**src/frl_pkg.sv**
```systemverilog
// Constants, types and register map of the flash row latch programmer.
// Assumes one APB clock at 25 MHz and an 8-bit APB byte address.
package frl_pkg;
	localparam int LATCH_COUNT = 32;
	localparam int WORD_W = 14;
	localparam int ROW_W = 10;
	localparam logic [WORD_W-1:0] BLANK_WORD = 14'h3fff;

	localparam logic [7:0] OFS_ADDR_LOW = 8'h00;
	localparam logic [7:0] OFS_ADDR_HIGH = 8'h04;
	localparam logic [7:0] OFS_WORD_LOW = 8'h08;
	localparam logic [7:0] OFS_WORD_HIGH = 8'h0c;
	localparam logic [7:0] OFS_CONTROL = 8'h10;
	localparam logic [7:0] OFS_UNLOCK_KEY = 8'h14;
	localparam logic [7:0] OFS_STATUS = 8'h18;

	localparam int CTRL_WR = 0;
	localparam int CTRL_WRITE_ENABLE_BIT = 1;
	localparam int CTRL_FAULT = 2;
	localparam int CTRL_ERASE = 3;
	localparam int CTRL_LATCH_ONLY = 4;
	localparam int CTRL_REGION = 6;
	localparam int STAT_DONE = 0;
	localparam int STAT_IRQ_EN = 1;

	localparam int ADDR_HIGH_W = 7;
	localparam int WORD_HIGH_W = 6;
	localparam logic [7:0] KEY_FIRST = 8'h55;
	localparam logic [7:0] KEY_SECOND = 8'haa;

	localparam int CLK_PERIOD_NS = 40;
	localparam int WORD_PROG_NS = 200;
	localparam int ROW_ERASE_NS = 2000;
	localparam int WORD_CYC = (WORD_PROG_NS + CLK_PERIOD_NS - 1) / CLK_PERIOD_NS;
	localparam int ERASE_CYC = (ROW_ERASE_NS + CLK_PERIOD_NS - 1) / CLK_PERIOD_NS;
	localparam int TIMER_W = 12;

	typedef enum logic [2:0] {
		FRL_SEL_NONE, FRL_SEL_ADDR_LOW, FRL_SEL_ADDR_HIGH, FRL_SEL_WORD_LOW,
		FRL_SEL_WORD_HIGH, FRL_SEL_CONTROL, FRL_SEL_KEY, FRL_SEL_STATUS
	} frl_sel_t;

	typedef enum logic [1:0] {
		FRL_UNL_IDLE, FRL_UNL_FIRST, FRL_UNL_ARMED
	} frl_unlock_t;

	typedef enum logic [1:0] {
		FRL_OP_IDLE, FRL_OP_PROG, FRL_OP_ERASE, FRL_OP_FINISH
	} frl_op_t;
endpackage

```
**src/frl_latch_if.sv**
```systemverilog
// Interface between the sequencer and the write latch buffer.
// Assumes both ends run on the APB clock.
interface frl_latch_if #(parameter int IDX_W = 5, parameter int WORD_W = 14);
	logic wr;
	logic [IDX_W-1:0] wr_idx;
	logic [WORD_W-1:0] wr_data;
	logic clear;
	logic [IDX_W-1:0] rd_idx;
	logic [WORD_W-1:0] rd_data;
	modport ctrl (output wr, wr_idx, wr_data, clear, rd_idx, input rd_data);
	modport store (input wr, wr_idx, wr_data, clear, rd_idx, output rd_data);
endinterface

```
**src/frl_latch_buf.sv**
```systemverilog
// Write latch buffer: one row worth of words, blank after reset or clear.
// Assumes clear and write never need to act on the same edge together.
module frl_latch_buf
	import frl_pkg::*;
#(
	parameter int NUM_LATCHES = LATCH_COUNT
) (
	input wire logic pclk,
	input wire logic presetn,
	frl_latch_if.store lat
);
	logic [WORD_W-1:0] mem_r [NUM_LATCHES];

	// Clear beats a load, so a finished operation always leaves blanks
	always_ff @(posedge pclk or negedge presetn) begin
		if (!presetn) begin
			for (int i = 0; i < NUM_LATCHES; i++) begin
				mem_r[i] <= BLANK_WORD;
			end
		end else if (lat.clear) begin
			for (int i = 0; i < NUM_LATCHES; i++) begin
				mem_r[i] <= BLANK_WORD;
			end
		end else if (lat.wr) begin
			mem_r[lat.wr_idx] <= lat.wr_data;
		end
	end

	assign lat.rd_data = mem_r[lat.rd_idx];
endmodule

```
**src/frl_programmer.sv**
```systemverilog
// Program flash row-write sequencer with APB register access.
// Assumes a flash macro that takes one word per program pulse and a
// row per erase pulse, and a protection input valid for the current row.
module frl_programmer
	import frl_pkg::*;
#(
	parameter int NUM_LATCHES = LATCH_COUNT,
	parameter int WORD_CYC_P = WORD_CYC,
	parameter int ERASE_CYC_P = ERASE_CYC
) (
	input wire logic pclk,
	input wire logic presetn,
	input wire logic psel,
	input wire logic penable,
	input wire logic pwrite,
	input wire logic [7:0] paddr,
	input wire logic [31:0] pwdata,
	output logic [31:0] prdata,
	output logic pready,
	output logic pslverr,
	input wire logic flash_wp,
	output logic [ROW_W-1:0] flash_row,
	output logic [4:0] flash_col,
	output logic [WORD_W-1:0] flash_data,
	output logic flash_prog,
	output logic flash_erase,
	output logic mem_op_irq
);
	localparam int IDX_W = $clog2(NUM_LATCHES);

	// The row and column split of the address pair is fixed at 32 words
	generate
		if (NUM_LATCHES != LATCH_COUNT) begin : g_bad_latches
			$error("NUM_LATCHES must be 32");
		end
		if (WORD_CYC_P < 1 || WORD_CYC_P >= (1 << TIMER_W)) begin : g_bad_word
			$error("WORD_CYC_P out of range");
		end
		if (ERASE_CYC_P < 1 || ERASE_CYC_P >= (1 << TIMER_W)) begin : g_bad_erase
			$error("ERASE_CYC_P out of range");
		end
	endgenerate

	localparam logic [TIMER_W-1:0] WORD_LAST = TIMER_W'(WORD_CYC_P - 1);
	localparam logic [TIMER_W-1:0] ERASE_LAST = TIMER_W'(ERASE_CYC_P - 1);
	localparam logic [IDX_W-1:0] IDX_LAST = IDX_W'(NUM_LATCHES - 1);

	frl_latch_if #(.IDX_W(IDX_W), .WORD_W(WORD_W)) lat ();

	frl_latch_buf #(.NUM_LATCHES(NUM_LATCHES)) u_latches (
		.pclk(pclk),
		.presetn(presetn),
		.lat(lat)
	);

	function automatic frl_sel_t reg_sel(input logic [7:0] a);
		if (a == OFS_ADDR_LOW) begin
			return FRL_SEL_ADDR_LOW;
		end else if (a == OFS_ADDR_HIGH) begin
			return FRL_SEL_ADDR_HIGH;
		end else if (a == OFS_WORD_LOW) begin
			return FRL_SEL_WORD_LOW;
		end else if (a == OFS_WORD_HIGH) begin
			return FRL_SEL_WORD_HIGH;
		end else if (a == OFS_CONTROL) begin
			return FRL_SEL_CONTROL;
		end else if (a == OFS_UNLOCK_KEY) begin
			return FRL_SEL_KEY;
		end else if (a == OFS_STATUS) begin
			return FRL_SEL_STATUS;
		end else begin
			return FRL_SEL_NONE;
		end
	endfunction

	logic [7:0] addr_low_r;
	logic [ADDR_HIGH_W-1:0] addr_high_r;
	logic [7:0] word_low_r;
	logic [WORD_HIGH_W-1:0] word_high_r;
	logic wr_r;
	logic write_enable_bit_r;
	logic fault_r;
	logic erase_r;
	logic latch_only_r;
	logic region_r;
	logic done_r;
	logic irq_en_r;
	frl_unlock_t unl_r;
	frl_op_t op_r;
	logic [TIMER_W-1:0] timer_r;
	logic [IDX_W-1:0] idx_r;
	logic [ROW_W-1:0] row_r;
	logic [IDX_W-1:0] col_r;
	logic [WORD_W-1:0] data_r;
	logic prog_r;
	logic erase_pulse_r;
	logic [31:0] prdata_r;

	frl_sel_t wsel;
	logic wr_acc;
	logic idle;
	logic start_req;
	logic go;
	logic unlock_broken;
	logic go_erase;
	logic go_load;
	logic go_prog;
	logic hw_fault;
	logic op_done;
	logic [ROW_W-1:0] cur_row;
	logic [WORD_W-1:0] cur_word;

	assign wsel = reg_sel(paddr);
	assign wr_acc = psel && penable && pwrite;
	assign idle = (op_r == FRL_OP_IDLE);
	assign cur_row = {addr_high_r, addr_low_r[7:5]};
	assign cur_word = {word_high_r, word_low_r};

	// A write to the initiate bit while idle asks for an action
	assign start_req = wr_acc && (wsel == FRL_SEL_CONTROL) &&
		pwdata[CTRL_WR] && idle;
	// Only an armed sequence with writes enabled and program flash selected
	assign go = start_req && (unl_r == FRL_UNL_ARMED) && write_enable_bit_r &&
		!region_r;
	// Any other write while a sequence is open breaks it
	always_comb begin
		unlock_broken = 1'b0;
		if (wr_acc && unl_r != FRL_UNL_IDLE) begin
			if (unl_r == FRL_UNL_FIRST) begin
				unlock_broken = !(wsel == FRL_SEL_KEY &&
					pwdata[7:0] == KEY_SECOND);
			end else begin
				unlock_broken = !(wsel == FRL_SEL_CONTROL &&
					pwdata[CTRL_WR]);
			end
		end
	end

	assign go_erase = go && erase_r && !flash_wp;
	assign go_load = go && !erase_r && latch_only_r;
	assign go_prog = go && !erase_r && !latch_only_r && !flash_wp;
	assign hw_fault = unlock_broken ||
		(go && !(latch_only_r && !erase_r) && flash_wp);
	assign op_done = (op_r == FRL_OP_FINISH);

	// Unlock sequence tracker
	always_ff @(posedge pclk or negedge presetn) begin
		if (!presetn) begin
			unl_r <= FRL_UNL_IDLE;
		end else if (wr_acc) begin
			case (unl_r)
				FRL_UNL_IDLE: begin
					if (wsel == FRL_SEL_KEY && pwdata[7:0] == KEY_FIRST) begin
						unl_r <= FRL_UNL_FIRST;
					end
				end
				FRL_UNL_FIRST: begin
					unl_r <= unlock_broken ? FRL_UNL_IDLE : FRL_UNL_ARMED;
				end
				default: begin
					unl_r <= FRL_UNL_IDLE;
				end
			endcase
		end
	end

	// Address and data pair; frozen while the flash is busy
	always_ff @(posedge pclk or negedge presetn) begin
		if (!presetn) begin
			addr_low_r <= 8'h00;
			addr_high_r <= 7'h00;
			word_low_r <= 8'h00;
			word_high_r <= 6'h00;
		end else if (wr_acc && idle) begin
			if (wsel == FRL_SEL_ADDR_LOW) begin
				addr_low_r <= pwdata[7:0];
			end else if (wsel == FRL_SEL_ADDR_HIGH) begin
				addr_high_r <= pwdata[ADDR_HIGH_W-1:0];
			end else if (wsel == FRL_SEL_WORD_LOW) begin
				word_low_r <= pwdata[7:0];
			end else if (wsel == FRL_SEL_WORD_HIGH) begin
				word_high_r <= pwdata[WORD_HIGH_W-1:0];
			end
		end
	end

	// Mode bits; held during an operation so the action cannot change midway
	always_ff @(posedge pclk or negedge presetn) begin
		if (!presetn) begin
			write_enable_bit_r <= 1'b0;
			erase_r <= 1'b0;
			latch_only_r <= 1'b0;
			region_r <= 1'b0;
		end else if (wr_acc && idle && wsel == FRL_SEL_CONTROL) begin
			write_enable_bit_r <= pwdata[CTRL_WRITE_ENABLE_BIT];
			erase_r <= pwdata[CTRL_ERASE];
			latch_only_r <= pwdata[CTRL_LATCH_ONLY];
			region_r <= pwdata[CTRL_REGION];
		end
	end

	// Software may set the fault bit for test; a hardware set beats a clear
	always_ff @(posedge pclk or negedge presetn) begin
		if (!presetn) begin
			fault_r <= 1'b0;
		end else if (hw_fault) begin
			fault_r <= 1'b1;
		end else if (wr_acc && wsel == FRL_SEL_CONTROL) begin
			fault_r <= pwdata[CTRL_FAULT];
		end
	end

	// Write-initiate: software can only set it, and only through a good start
	always_ff @(posedge pclk or negedge presetn) begin
		if (!presetn) begin
			wr_r <= 1'b0;
		end else if (go_prog || go_erase) begin
			wr_r <= 1'b1;
		end else if (op_done) begin
			wr_r <= 1'b0;
		end
	end

	// Completion flag is cleared by writing zero; completion beats the clear
	always_ff @(posedge pclk or negedge presetn) begin
		if (!presetn) begin
			done_r <= 1'b0;
			irq_en_r <= 1'b0;
		end else begin
			if (op_done) begin
				done_r <= 1'b1;
			end else if (wr_acc && wsel == FRL_SEL_STATUS) begin
				done_r <= done_r & pwdata[STAT_DONE];
			end
			if (wr_acc && wsel == FRL_SEL_STATUS) begin
				irq_en_r <= pwdata[STAT_IRQ_EN];
			end
		end
	end

	// Operation sequencer
	always_ff @(posedge pclk or negedge presetn) begin
		if (!presetn) begin
			op_r <= FRL_OP_IDLE;
			timer_r <= '0;
			idx_r <= '0;
			row_r <= '0;
		end else begin
			case (op_r)
				FRL_OP_IDLE: begin
					timer_r <= '0;
					idx_r <= '0;
					// Row is captured so later address writes cannot move it
					row_r <= cur_row;
					if (go_prog) begin
						op_r <= FRL_OP_PROG;
					end else if (go_erase) begin
						op_r <= FRL_OP_ERASE;
					end
				end
				FRL_OP_PROG: begin
					if (timer_r == WORD_LAST) begin
						timer_r <= '0;
						if (idx_r == IDX_LAST) begin
							op_r <= FRL_OP_FINISH;
						end else begin
							idx_r <= idx_r + 1'b1;
						end
					end else begin
						timer_r <= timer_r + 1'b1;
					end
				end
				FRL_OP_ERASE: begin
					if (timer_r == ERASE_LAST) begin
						op_r <= FRL_OP_FINISH;
					end else begin
						timer_r <= timer_r + 1'b1;
					end
				end
				default: begin
					op_r <= FRL_OP_IDLE;
				end
			endcase
		end
	end

	// Latch port: loads on a good load or program start (not erase), reads follow the word index
	always_comb begin
		lat.wr = go_load || go_prog;
		lat.wr_idx = addr_low_r[IDX_W-1:0];
		lat.wr_data = cur_word;
		lat.clear = op_done;
		lat.rd_idx = idx_r;
	end

	// Flash macro strobes; every word is written, blank ones included
	always_ff @(posedge pclk or negedge presetn) begin
		if (!presetn) begin
			prog_r <= 1'b0;
			erase_pulse_r <= 1'b0;
			col_r <= '0;
			data_r <= BLANK_WORD;
		end else begin
			prog_r <= (op_r == FRL_OP_PROG) && (timer_r == '0);
			erase_pulse_r <= (op_r == FRL_OP_ERASE) && (timer_r == '0);
			if (op_r == FRL_OP_PROG && timer_r == '0) begin
				col_r <= idx_r;
				data_r <= lat.rd_data;
			end
		end
	end

	// Read data captured in the setup phase, ready in the access phase
	always_ff @(posedge pclk or negedge presetn) begin
		if (!presetn) begin
			prdata_r <= 32'h0000_0000;
		end else if (psel && !penable && !pwrite) begin
			prdata_r <= 32'h0000_0000;
			if (wsel == FRL_SEL_ADDR_LOW) begin
				prdata_r[7:0] <= addr_low_r;
			end else if (wsel == FRL_SEL_ADDR_HIGH) begin
				prdata_r[ADDR_HIGH_W-1:0] <= addr_high_r;
			end else if (wsel == FRL_SEL_WORD_LOW) begin
				prdata_r[7:0] <= word_low_r;
			end else if (wsel == FRL_SEL_WORD_HIGH) begin
				prdata_r[WORD_HIGH_W-1:0] <= word_high_r;
			end else if (wsel == FRL_SEL_CONTROL) begin
				prdata_r[CTRL_WR] <= wr_r;
				prdata_r[CTRL_WRITE_ENABLE_BIT] <= write_enable_bit_r;
				prdata_r[CTRL_FAULT] <= fault_r;
				prdata_r[CTRL_ERASE] <= erase_r;
				prdata_r[CTRL_LATCH_ONLY] <= latch_only_r;
				prdata_r[CTRL_REGION] <= region_r;
			end else if (wsel == FRL_SEL_STATUS) begin
				prdata_r[STAT_DONE] <= done_r;
				prdata_r[STAT_IRQ_EN] <= irq_en_r;
			end
		end
	end

	// Zero wait states; unmapped addresses answer with an error
	assign pready = 1'b1;
	assign pslverr = psel && penable && (wsel == FRL_SEL_NONE);
	assign prdata = prdata_r;
	assign flash_row = row_r;
	assign flash_col = col_r;
	assign flash_data = data_r;
	assign flash_prog = prog_r;
	assign flash_erase = erase_pulse_r;
	assign mem_op_irq = done_r && irq_en_r;
endmodule

```
**config.mk**
```make
export PLATFORM = sky130hd
export DESIGN_NAME = frl_programmer
export DESIGN_NICKNAME = d
export VERILOG_FILES = /design/src/frl_pkg.sv /design/src/frl_latch_if.sv /design/src/frl_latch_buf.sv /design/src/frl_programmer.sv
export SDC_FILE = /design/constraint.sdc
export NUM_CORES = 1
export LEC_CHECK = 0
export BUFFER_PORTS_ARGS = -buffer_cell sky130_fd_sc_hd__buf_2
export CAP_MARGIN = 10
export CORE_MARGIN = 4
export CORE_UTILIZATION = 60
export DETAILED_ROUTE_END_ITERATION = 16
export GPL_ROUTABILITY_DRIVEN = 1
export HOLD_SLACK_MARGIN = 0.1
export PLACE_DENSITY = 0.78
export SETUP_SLACK_MARGIN = 0.05
export SYNTH_ARGS = -nofsm -noshare
export SYNTH_HDL_FRONTEND = slang
export SYNTH_SLANG_ARGS = --single-unit
```
**constraint.sdc**
```tcl
create_clock -name pclk -period 4.1 [get_ports pclk]
set_clock_uncertainty 0.1 [all_clocks]
set_input_delay 0 -clock pclk [delete_from_list [all_inputs] [get_ports pclk]]
set_output_delay 0 -clock pclk [all_outputs]
set_load 0.02 [all_outputs]
```
# Word-level counts from Yosys, hierarchy flattened
# Cells that the tools add are included.
[word_totals]
wordCells = 208
input_bits = 46
register_bits = 545
[op_classes]
eq_ne = 30
bitwise = 6
n_lt_le_gt_ge = 3
n_reduce_logical = 63
muxes = 50
add_sub_neg = 2
[ops]
columns = ["operator", "count"]
rows = [
  ["448-bit 2-to-1 mux", 2],
  ["448-bit bitwise mux", 1],
  ["14-bit binary-select mux with 5-bit select", 1],
  ["14-bit demux with 5-bit select", 1],
  ["14-bit 2-to-1 mux", 3],
  ["12-bit case mux with 3 select lines", 1],
  ["1-bit logical AND", 31],
  ["8-bit by 5-bit equality test with 1-bit output (second input constant)", 3],
  ["12-bit 2-to-1 mux", 2],
  ["3-bit 2-to-1 mux", 8],
  ["2-bit 2-to-1 mux", 9],
  ["8-bit by 4-bit equality test with 1-bit output (second input constant)", 2],
  ["5-bit 2-to-1 mux", 3],
  ["7-bit 2-to-1 mux", 2],
  ["1-bit 2-to-1 mux", 13],
  ["12-bit by 1-bit adder with 12-bit output (second input constant)", 1],
  ["12-bit by 3-bit equality test with 1-bit output (second input constant)", 1],
  ["12-bit by 6-bit equality test with 1-bit output (second input constant)", 1],
  ["3-bit equality test (second input constant)", 4],
  ["6-bit greater-or-equal comparator (second input constant)", 2],
  ["12-bit logical NOT", 1],
  ["2-bit != test (second input constant)", 6],
  ["5-bit inverter with 6-bit output", 2],
  ["2-bit nonzero test", 6],
  ["other kinds (27)", 48],
]

# Longest topological paths before layout
# Gate-level depths: netlist (run 1).
[depth]
ltp_word = 21
depth_mapped = 11
ltp_nobuf = 7

# Modules after synthesis
# From an unflattened synthesis (run 1), not the netlist that was laid out.
[unflattened]
hier_cells = 2620
hier_area_um2 = 28427.3
[by_module_without_submodules]
columns = ["module", "area_per_inst_um2", "n_inst", "cells_each", "seq_area_each_um2"]
rows = [
  ["frl_latch_buf", 23422.5, 1, 2176, 11771.3],
  ["frl_programmer", 5004.8, 1, 444, 2444.8],
]

# Worst setup path before layout (run 1)
# Ideal clock, no wire load.
[synth_path]
path_kind = "reg2reg"
start = "register op_r[0]"
end = "register u_latches.mem_r[409] (netlist bit)"
period_less_slack_ps = 2611
slack_ps = 1489
arrival_ps = 2420
setup_ps = 90
required_time_ps = 3910
path_stages_with_launch = 12
cell_sequence = "dfrtp_1 -> inv_1 -> ha_1 -> clkbuf_1 -> nand2b_1 -> or3_1 -> buf_2 -> buf_8 -> nor4_4 -> buf_6 -> mux2i_1 -> nand2_1"
[synth_via]
elab_chain_cells = 10
word_cells_on_any_way = 13
[synth_lines]
columns = ["element", "line", "source"]
rows = [
  ["start, declared", "frl_programmer.sv:89", "frl_op_t op_r;"],
  ["start signal, assigned", "frl_programmer.sv:244", "op_r <= FRL_OP_IDLE;"],
  ["start signal, assigned", "frl_programmer.sv:256", "op_r <= FRL_OP_PROG;"],
  ["start signal, assigned", "frl_programmer.sv:258", "op_r <= FRL_OP_ERASE;"],
  ["2-bit logical NOT", "frl_programmer.sv:115", "assign idle = (op_r == FRL_OP_IDLE);"],
  ["1-bit logical AND", "frl_programmer.sv:121", "pwdata[CTRL_WR] && idle;"],
  ["1-bit logical AND (3 in a row)", "frl_programmer.sv:123", "assign go = start_req && (unl_r == FRL_UNL_ARMED) && write_enable_bit_r &&"],
  ["1-bit logical AND", "frl_programmer.sv:140, frl_programmer.sv:141", ""],
  ["1-bit logical AND (2 in a row)", "frl_programmer.sv:141", "assign go_prog = go && !erase_r && !latch_only_r && !flash_wp;"],
  ["1-bit logical OR", "frl_programmer.sv:289", "lat.wr = go_load || go_prog;"],
  ["2-bit nonzero test (no line)", "--", ""],
  ["end signal, assigned by index", "frl_latch_buf.sv:25", "mem_r[lat.wr_idx] <= lat.wr_data;"],
  ["end, declared", "frl_latch_buf.sv:12", "logic [WORD_W-1:0] mem_r [NUM_LATCHES];"],
]
# Parallel ways exist; a longest one is shown, timed or not.
# A chain may end at the register's enable or synchronous reset.

# Worst setup path after layout (run 1)
[layout_path]
start = "input paddr[0]"
end = "register word_high_r[5]"
[layout_via]
elab_chain_cells = 11
word_cells_on_any_way = 22
[layout_lines]
columns = ["element", "line", "source"]
rows = [
  ["start, declared", "frl_programmer.sv:16", "input wire logic [7:0] paddr,"],
  ["8-bit by 5-bit equality test with 1-bit output", "frl_programmer.sv:69", "end else if (a == OFS_STATUS) begin"],
  ["3-bit 2-to-1 mux", "frl_programmer.sv:69", ""],
  ["3-bit 2-to-1 mux", "frl_programmer.sv:67", "end else if (a == OFS_UNLOCK_KEY) begin"],
  ["3-bit 2-to-1 mux", "frl_programmer.sv:65", "end else if (a == OFS_CONTROL) begin"],
  ["3-bit 2-to-1 mux", "frl_programmer.sv:63", "end else if (a == OFS_WORD_HIGH) begin"],
  ["3-bit 2-to-1 mux", "frl_programmer.sv:61", "end else if (a == OFS_WORD_LOW) begin"],
  ["3-bit 2-to-1 mux", "frl_programmer.sv:59", "end else if (a == OFS_ADDR_HIGH) begin"],
  ["3-bit 2-to-1 mux *", "frl_programmer.sv:57", "if (a == OFS_ADDR_LOW) begin"],
  ["3-bit by 2-bit equality test with 1-bit output, or another cell as far along", "frl_programmer.sv:179", "end else if (wsel == FRL_SEL_WORD_LOW) begin"],
  ["1-bit inverter (no line)", "--", ""],
  ["5-bit AND reduction (no line) *", "--", ""],
  ["end signal, assigned", "frl_programmer.sv:182", "word_high_r <= pwdata[WORD_HIGH_W-1:0];"],
  ["end, declared", "frl_programmer.sv:79", "logic [WORD_HIGH_W-1:0] word_high_r;"],
]
# Mark *: on every way between the ends. The rest lies on a longest branch, timed or not.

==> results of run 1 <==
[cells in the final DEF, fill, tap and decap left out, types with 4 or more instances in the layout]
cell / instances
nand2_1: 498
dfstp_2: 462
mux2i_1: 448
mux4_2: 113
dfrtp_1: 81
buf_2: 61
o22ai_1: 58
clkbuf_16: 58
buf_4: 54
mux2_2: 51
nand3_1: 38
o21ai_0: 33
dlygate4sd3_1: 33
nor2_1: 32
nor3_4: 27
conb_1: 25
inv_1: 20
or4_1: 18
clkinv_2: 15
a21oi_1: 14
clkbuf_1: 11
clkbuf_8: 10
nor2b_1: 9
ha_1: 9
buf_12: 9
nand2b_1: 7
nor3_1: 7
xnor2_1: 6
xor2_1: 6
a22o_1: 6
and3_1: 5
nand4_1: 5
nand4b_1: 4
nor4_4: 4
o211ai_1: 4
o31ai_1: 4
clkinvlp_4: 4
[kinds of logic (layout without fill, tap and decap cells)]
kind of cell | after synthesis | in the layout | synth area share
DFF | 545 | 545 | 0.516
buffers and inverters | 251 | 286 | 0.0458
xor gates and xnor gates | 12 | 12 | 0.00382
adders and majority gates | 9 | 9 | 0.00409
muxes | 613 | 613 | 0.276
and+or+nand+nor | 682 | 682 | 0.121
AOI/OAI and AO/OA | 139 | 139 | 0.0322
other | 2 | 25 | 0.000273
[layout make-up]
| class | count | area (um2) | share of cell area |
|---|---|---|---|
| Clock buffer | 79 | 1630 | 0.0537 |
| Timing Repair Buffer | 159 | 1260 | 0.0417 |
| Sequential cell | 545 | 14200 | 0.469 |
| Clock inverter | 27 | 231 | 0.00763 |
| Multi-Input combinational cell | 1480 | 12200 | 0.401 |
| Inverter | 21 | 86.3 | 0.00285 |
| Tap cell | 600 | 751 | 0.0247 |
[worst max-delay path, stage by stage]
cell           delay (ns)
dlygate4sd3_1        0.54
buf_2                0.13
or4_1                0.53
dlygate4sd3_1        0.64
nor3_2               0.42
and3_1               0.29
nand3_1              0.28
mux2_2               0.37
dlygate4sd3_1        0.54
[flip-flops by register name, summed over array words and instances (netlist names), 5 cells and up]
signal	cells
flash_data	14
u_latches.mem_r	448
flash_col	5
idx_r	5
prdata	8
addr_high_r	7
word_low_r	8
addr_low_r	8
flash_row	10
timer_r	12
word_high_r	6
[per-layer routing]
layer  vias up  GRT usage
met5         -          0
met4         0     0.0884
met3       155     0.0396
met2       615      0.441
met1      9319      0.384
li1       7919          -
[power by group]
part	leakage, nW	switching, mW	internal [mW]
combinational	4.31	0.176	0.0508
clock	0.917	2.16	2.96
sequential	5.99	0.000417	5.40
[path summary, 6_finish.rpt]
kind / cells past startpoint / startpoint / endpoint / slack (ns)
worst max-delay path: 9 / paddr[0] / word_high_r[5] / 0.75
worst min register to register: 2 / flash_data[0] / flash_data[0] / 0.38
min in group pclk: 3 / pwdata[6] / addr_high_r[6] / 0.17
max in group asynchronous: 3 / presetn / u_latches.mem_r[229] / 3.12
worst min-delay path: 2 / presetn / u_latches.mem_r[317] / 0.15
worst max register to register: 9 / op_r[1] / u_latches.mem_r[7] / 1.08
==> impl_metrics.ini, run 1 <==
[logic_synthesis]
synthFlopType = dfstp_2
ys_seq_elements = 545
synth_edf_count = 0
synth.distinct_cells = 66
synth_area_leaders = dfstp_2 44%, mux2i_1 16%, mux4_2 9.2%
synthArstFlopShare = 1.00
synth_common_cells = 498 x nand2_1, 462 x dfstp_2, 448 x mux2i_1
syn_area_um2 = 27500
synth.most_common_cell = nand2_1
synth_top_area_cell = dfstp_2
syn_inst = 2253
seq_area_frac_synth = 0.516
yosys_warnings = 0
syn_area_per_cell_um2 = 12.2
yosysTopAreaCellShare = 0.441

[sta]
finalMaxSlewViolations = 0
rsz0062_at_grt = no
holdWs_ns = 0.147
final_hold_viol_count = 0
max_freq_ghz = 0.298
finalCriticalPeriod_ns = 3.35
worst_slew_pin_slew_ns = 1.26
finalSetupViolations = 0
slew_headroom = 0.163
fin_ws_ns = 0.748
setup_tns_ns = 0
fin_crit_sh = 0.818

[final_layout]
utilization = 0.669
fillers = 3214
antennaDiodeCount = 0
finalNonFillerCells = 2911
nets = 2318
final_area_um2 = 30300
syn_to_final_growth_pct = 10.2
drive_gt1_frac = 0.383

[worst_setup_path]
cp-end-kind = flip-flop
cp_max_fo = 6
arrival_ns = 3.74
worst-setup-path-type = in -> reg
critPathRequiredTime_ns = 4.49
critPathLaunchType = primary input

[route]
drc = 0
drt_iter0_drc = 1683
wl_met1_um = 28300
wl_met2_um = 32400
viasPerCell = 6.19
drt_pass1_iterations = 7
drt.antenna.violating_nets = 0
wl_per_cell_um = 23.0
vias = 18008
highest_layer = met4
routed-wl-met3_um = 4090
wirelength_um = 67000

[clocking]
cts_tree = built
cts_buffer_depth = 3
clkSlewWorstSetupHoldPaths_ns = 0.07
cts_hold_buffers = 34
clk_latency_ns = 0.61
h-tree-depth = 2
clock_sinks = 545
postCtsSetupRepairBufs = 0
cts_inserted_buffers = 56
cts_root_buffer = clkbuf_16
cts-resized-gates = 0

[power]
leakagePower_nw = 11.2
peakVddDrop_mv = 0.385
power_density_nw_per_um2 = 355
total_power_mw = 10.8

[place]
dp_hpwl_um = 39700
io_buffers = 62
placed_area_um2 = 28100
placedCellCount = 2771
dpl_worst_slack_ns = 1.13
routabilityCongestion = 0.839

[floorplanning]
initial_utilization = 0.607
io_pins = 112
coreArea_um2 = 45400
rows = 78
fp.dieH_um = 222
die_area_um2 = 49400
die_width_um = 222

[grt]
grt_pass1_wl_um = 107000
grt_pass1_vias = 18655
grt_max_degree = 171
grt-ovfl-total = 0
antenna_found_initial = 0
grt_use_total = 0.272

[hold_path]
hold_class = in -> async

[run_status]
status = finished, final reports clean

[flow_run]
maxCapViolations = 0
Power figures use the tool's default switching activity.
==> inputs of run 2 (changes only) <==
--- a/config.mk
+++ b/config.mk
@@ -8,11 +8,11 @@
 export BUFFER_PORTS_ARGS = -buffer_cell sky130_fd_sc_hd__buf_2
 export CAP_MARGIN = 10
 export CORE_MARGIN = 4
-export CORE_UTILIZATION = 60
+export CORE_UTILIZATION = 56
 export DETAILED_ROUTE_END_ITERATION = 16
 export GPL_ROUTABILITY_DRIVEN = 1
 export HOLD_SLACK_MARGIN = 0.1
-export PLACE_DENSITY = 0.78
+export PLACE_DENSITY = 0.76
 export SETUP_SLACK_MARGIN = 0.05
 export SYNTH_ARGS = -nofsm -noshare
 export SYNTH_HDL_FRONTEND = slang
==> constraint.sdc (replaced) <==
create_clock -name pclk -period 3 [get_ports pclk]
set_clock_uncertainty 0.1 [all_clocks]
set_input_delay 0 -clock pclk [delete_from_list [all_inputs] [get_ports pclk]]
set_output_delay 0 -clock pclk [all_outputs]
set_load 0.02 [all_outputs]
==> run 2 against run 1 <==
Effect of this change:
- power increased by 35%
- first-iteration DRC count decreased by 5.2%
- die area increased by 6.9%
- sequential power increased by 37%
- design area increased by 1.2%
- via count increased by 1.2%
- largest cell class unchanged
- largest power group unchanged
==> impl_metrics.ini, run 2 (synthesis gave the netlist of run 1 again) <==
[worst_setup_path]
cp-end-kind = flip-flop
critPathMostFrequentCell = dlygate4sd3_1
crit_buf_inv = 4
critPathRequiredTime_ns = 3.44
arrival_ns = 3.25
critPathTopFamily = buffers and inverters
cp_cell_sequence = dlygate4sd3_1 -> buf_2 -> or4_1 -> dlygate4sd3_1 -> nor3_4 -> nand4_1 -> o31ai_1 -> dlygate4sd3_1
critPathLaunchType = primary input
cp_slowest_cell = dlygate4sd3_1
worst-setup-path-type = in -> reg
cp_max_fo = 5
slowest_delay_ns = 0.67

[grt]
grt-ovfl-total = 0
grt_pass1_wl_um = 110000
antenna_found_initial = 7
grt_pass1_vias = 18884
grt_max_degree = 120
grt_use_total = 0.264

[sta]
final_hold_viol_count = 0
worst_slew_pin_slew_ns = 0.940
rsz0062_at_grt = no
fin_ws_ns = 0.187
fin_crit_sh = 0.938
finalMaxSlewViolations = 0
slew_headroom = 0.373
finalCriticalPeriod_ns = 2.81
setup_tns_ns = 0
max_freq_ghz = 0.355
holdWs_ns = 0.158
finalSetupViolations = 0

[place]
placedCellCount = 2874
routabilityCongestion = 0.855
io_buffers = 62
dpl_worst_slack_ns = 0.315
dp_hpwl_um = 42100

[final_layout]
largest_reg_flops = 448
finalNonFillerCells = 3005
syn_to_final_growth_pct = 11.5
nets = 2353
top_register = u_latches.mem_r
mostFrequentLayoutCell = nand2_1
final_cell_mix = 498 x nand2_1, 462 x dfstp_2, 448 x mux2i_1
drive_gt1_frac = 0.391

[floorplanning]
initial_utilization = 0.565
io_pins = 112
rows = 81
die_width_um = 230
die_area_um2 = 52800
coreArea_um2 = 48700
fp.dieH_um = 230

[flow_run]
maxCapViolations = 0

[route]
vias = 18221
drt.antenna.violating_nets = 0
drc = 0
drt_iter0_drc = 1595
drt_pass1_iterations = 5
wl_per_cell_um = 23.2
viasPerCell = 6.06
wirelength_um = 69600

[power]
netSwitchingFraction = 0.217
peakVddDrop_mv = 0.537
seq_power_share = 0.510
power_density_nw_per_um2 = 472
leakagePower_nw = 11.4
switching_power_mw = 3.14
combPwrFrac = 0.023
intPower_mw = 11.4
clkPwrFrac = 0.467

[clocking]
clkSlewWorstSetupHoldPaths_ns = 0.06
h-tree-depth = 2
clk_latency_ns = 0.61
cts_tree = built
clock_sinks = 545
cts_inserted_buffers = 55
postCtsSetupRepairBufs = 0
cts_root_buffer = clkbuf_16
cts_buffer_depth = 3

[run_status]
status = finished, final reports clean

[hold_path]
hold_class = in -> reg
[run 2: tightest hold or removal path, cell delays in order]
cell and delay, ns:
dlygate4sd3_1 0.55, buf_2 0.15, mux2_1 0.13
[run 2: area by class of cell]
cell class,instances,area (um2)
Antenna cell,2,5.00
Clock buffer,83,1610
Clock inverter,15,155
Fill cell,3650,18000
Inverter,21,86.3
Multi-Input combinational cell,1480,12200
Sequential cell,545,14200
Tap cell,664,831
Timing Repair Buffer,195,1630
[run 2: power groups by stage]
stage | clock [mW] | combinational [mW] | sequential, mW
after floorplan | 0 | 0.106 | 7.50
after global placement | 0 | 0.301 | 7.49
after detailed placement | 0 | 0.309 | 7.49
after CTS | 6.89 | 0.338 | 7.39
after global routing | 7.20 | 0.377 | 7.38
final | 6.77 | 0.337 | 7.39
[run 2: per-stage QoR]
| step | util | area (um2) | total power [mW] |
|---|---|---|---|
| after global routing | 0.630 | 30700 | 15.0 |
| after floorplan | - | 27600 | 7.60 |
| final | 0.630 | 30700 | 14.5 |
| after detailed placement | 0.587 | 28600 | 7.80 |
| after global placement | 0.587 | 28600 | 7.80 |
| after CTS | 0.630 | 30700 | 14.6 |
[run 2: worst paths after layout]
check | startpoint | end | slack (ns) | depth (start not counted)
max | paddr[7] | unl_r[0] | 0.19 | 8
min | pwdata[7] | addr_low_r[7] | 0.16 | 3
max reg2reg | op_r[0] | u_latches.mem_r[412] | 0.29 | 8
min reg2reg | prdata[2] | prdata[2] | 0.39 | 2
max in group asynchronous | presetn | u_latches.mem_r[421] | 1.98 | 3
min in group asynchronous | presetn | u_latches.mem_r[287] | 0.32 | 2
[run 2: routing by layer]
layer / track usage / routed length [um]
met5: 0 / 22
met3: 0.0572 / 4640
met2: 0.422 / 33100
met4: 0.101 / 2740
met1: 0.357 / 29100
[run 2: timing repair]
action / CTS / global route
endpoints found under the hold margin: 186 / 0
hold buffers: 31 / 0
endpoints found under the setup margin: 0 / 2
gates resized for setup: 0 / 2
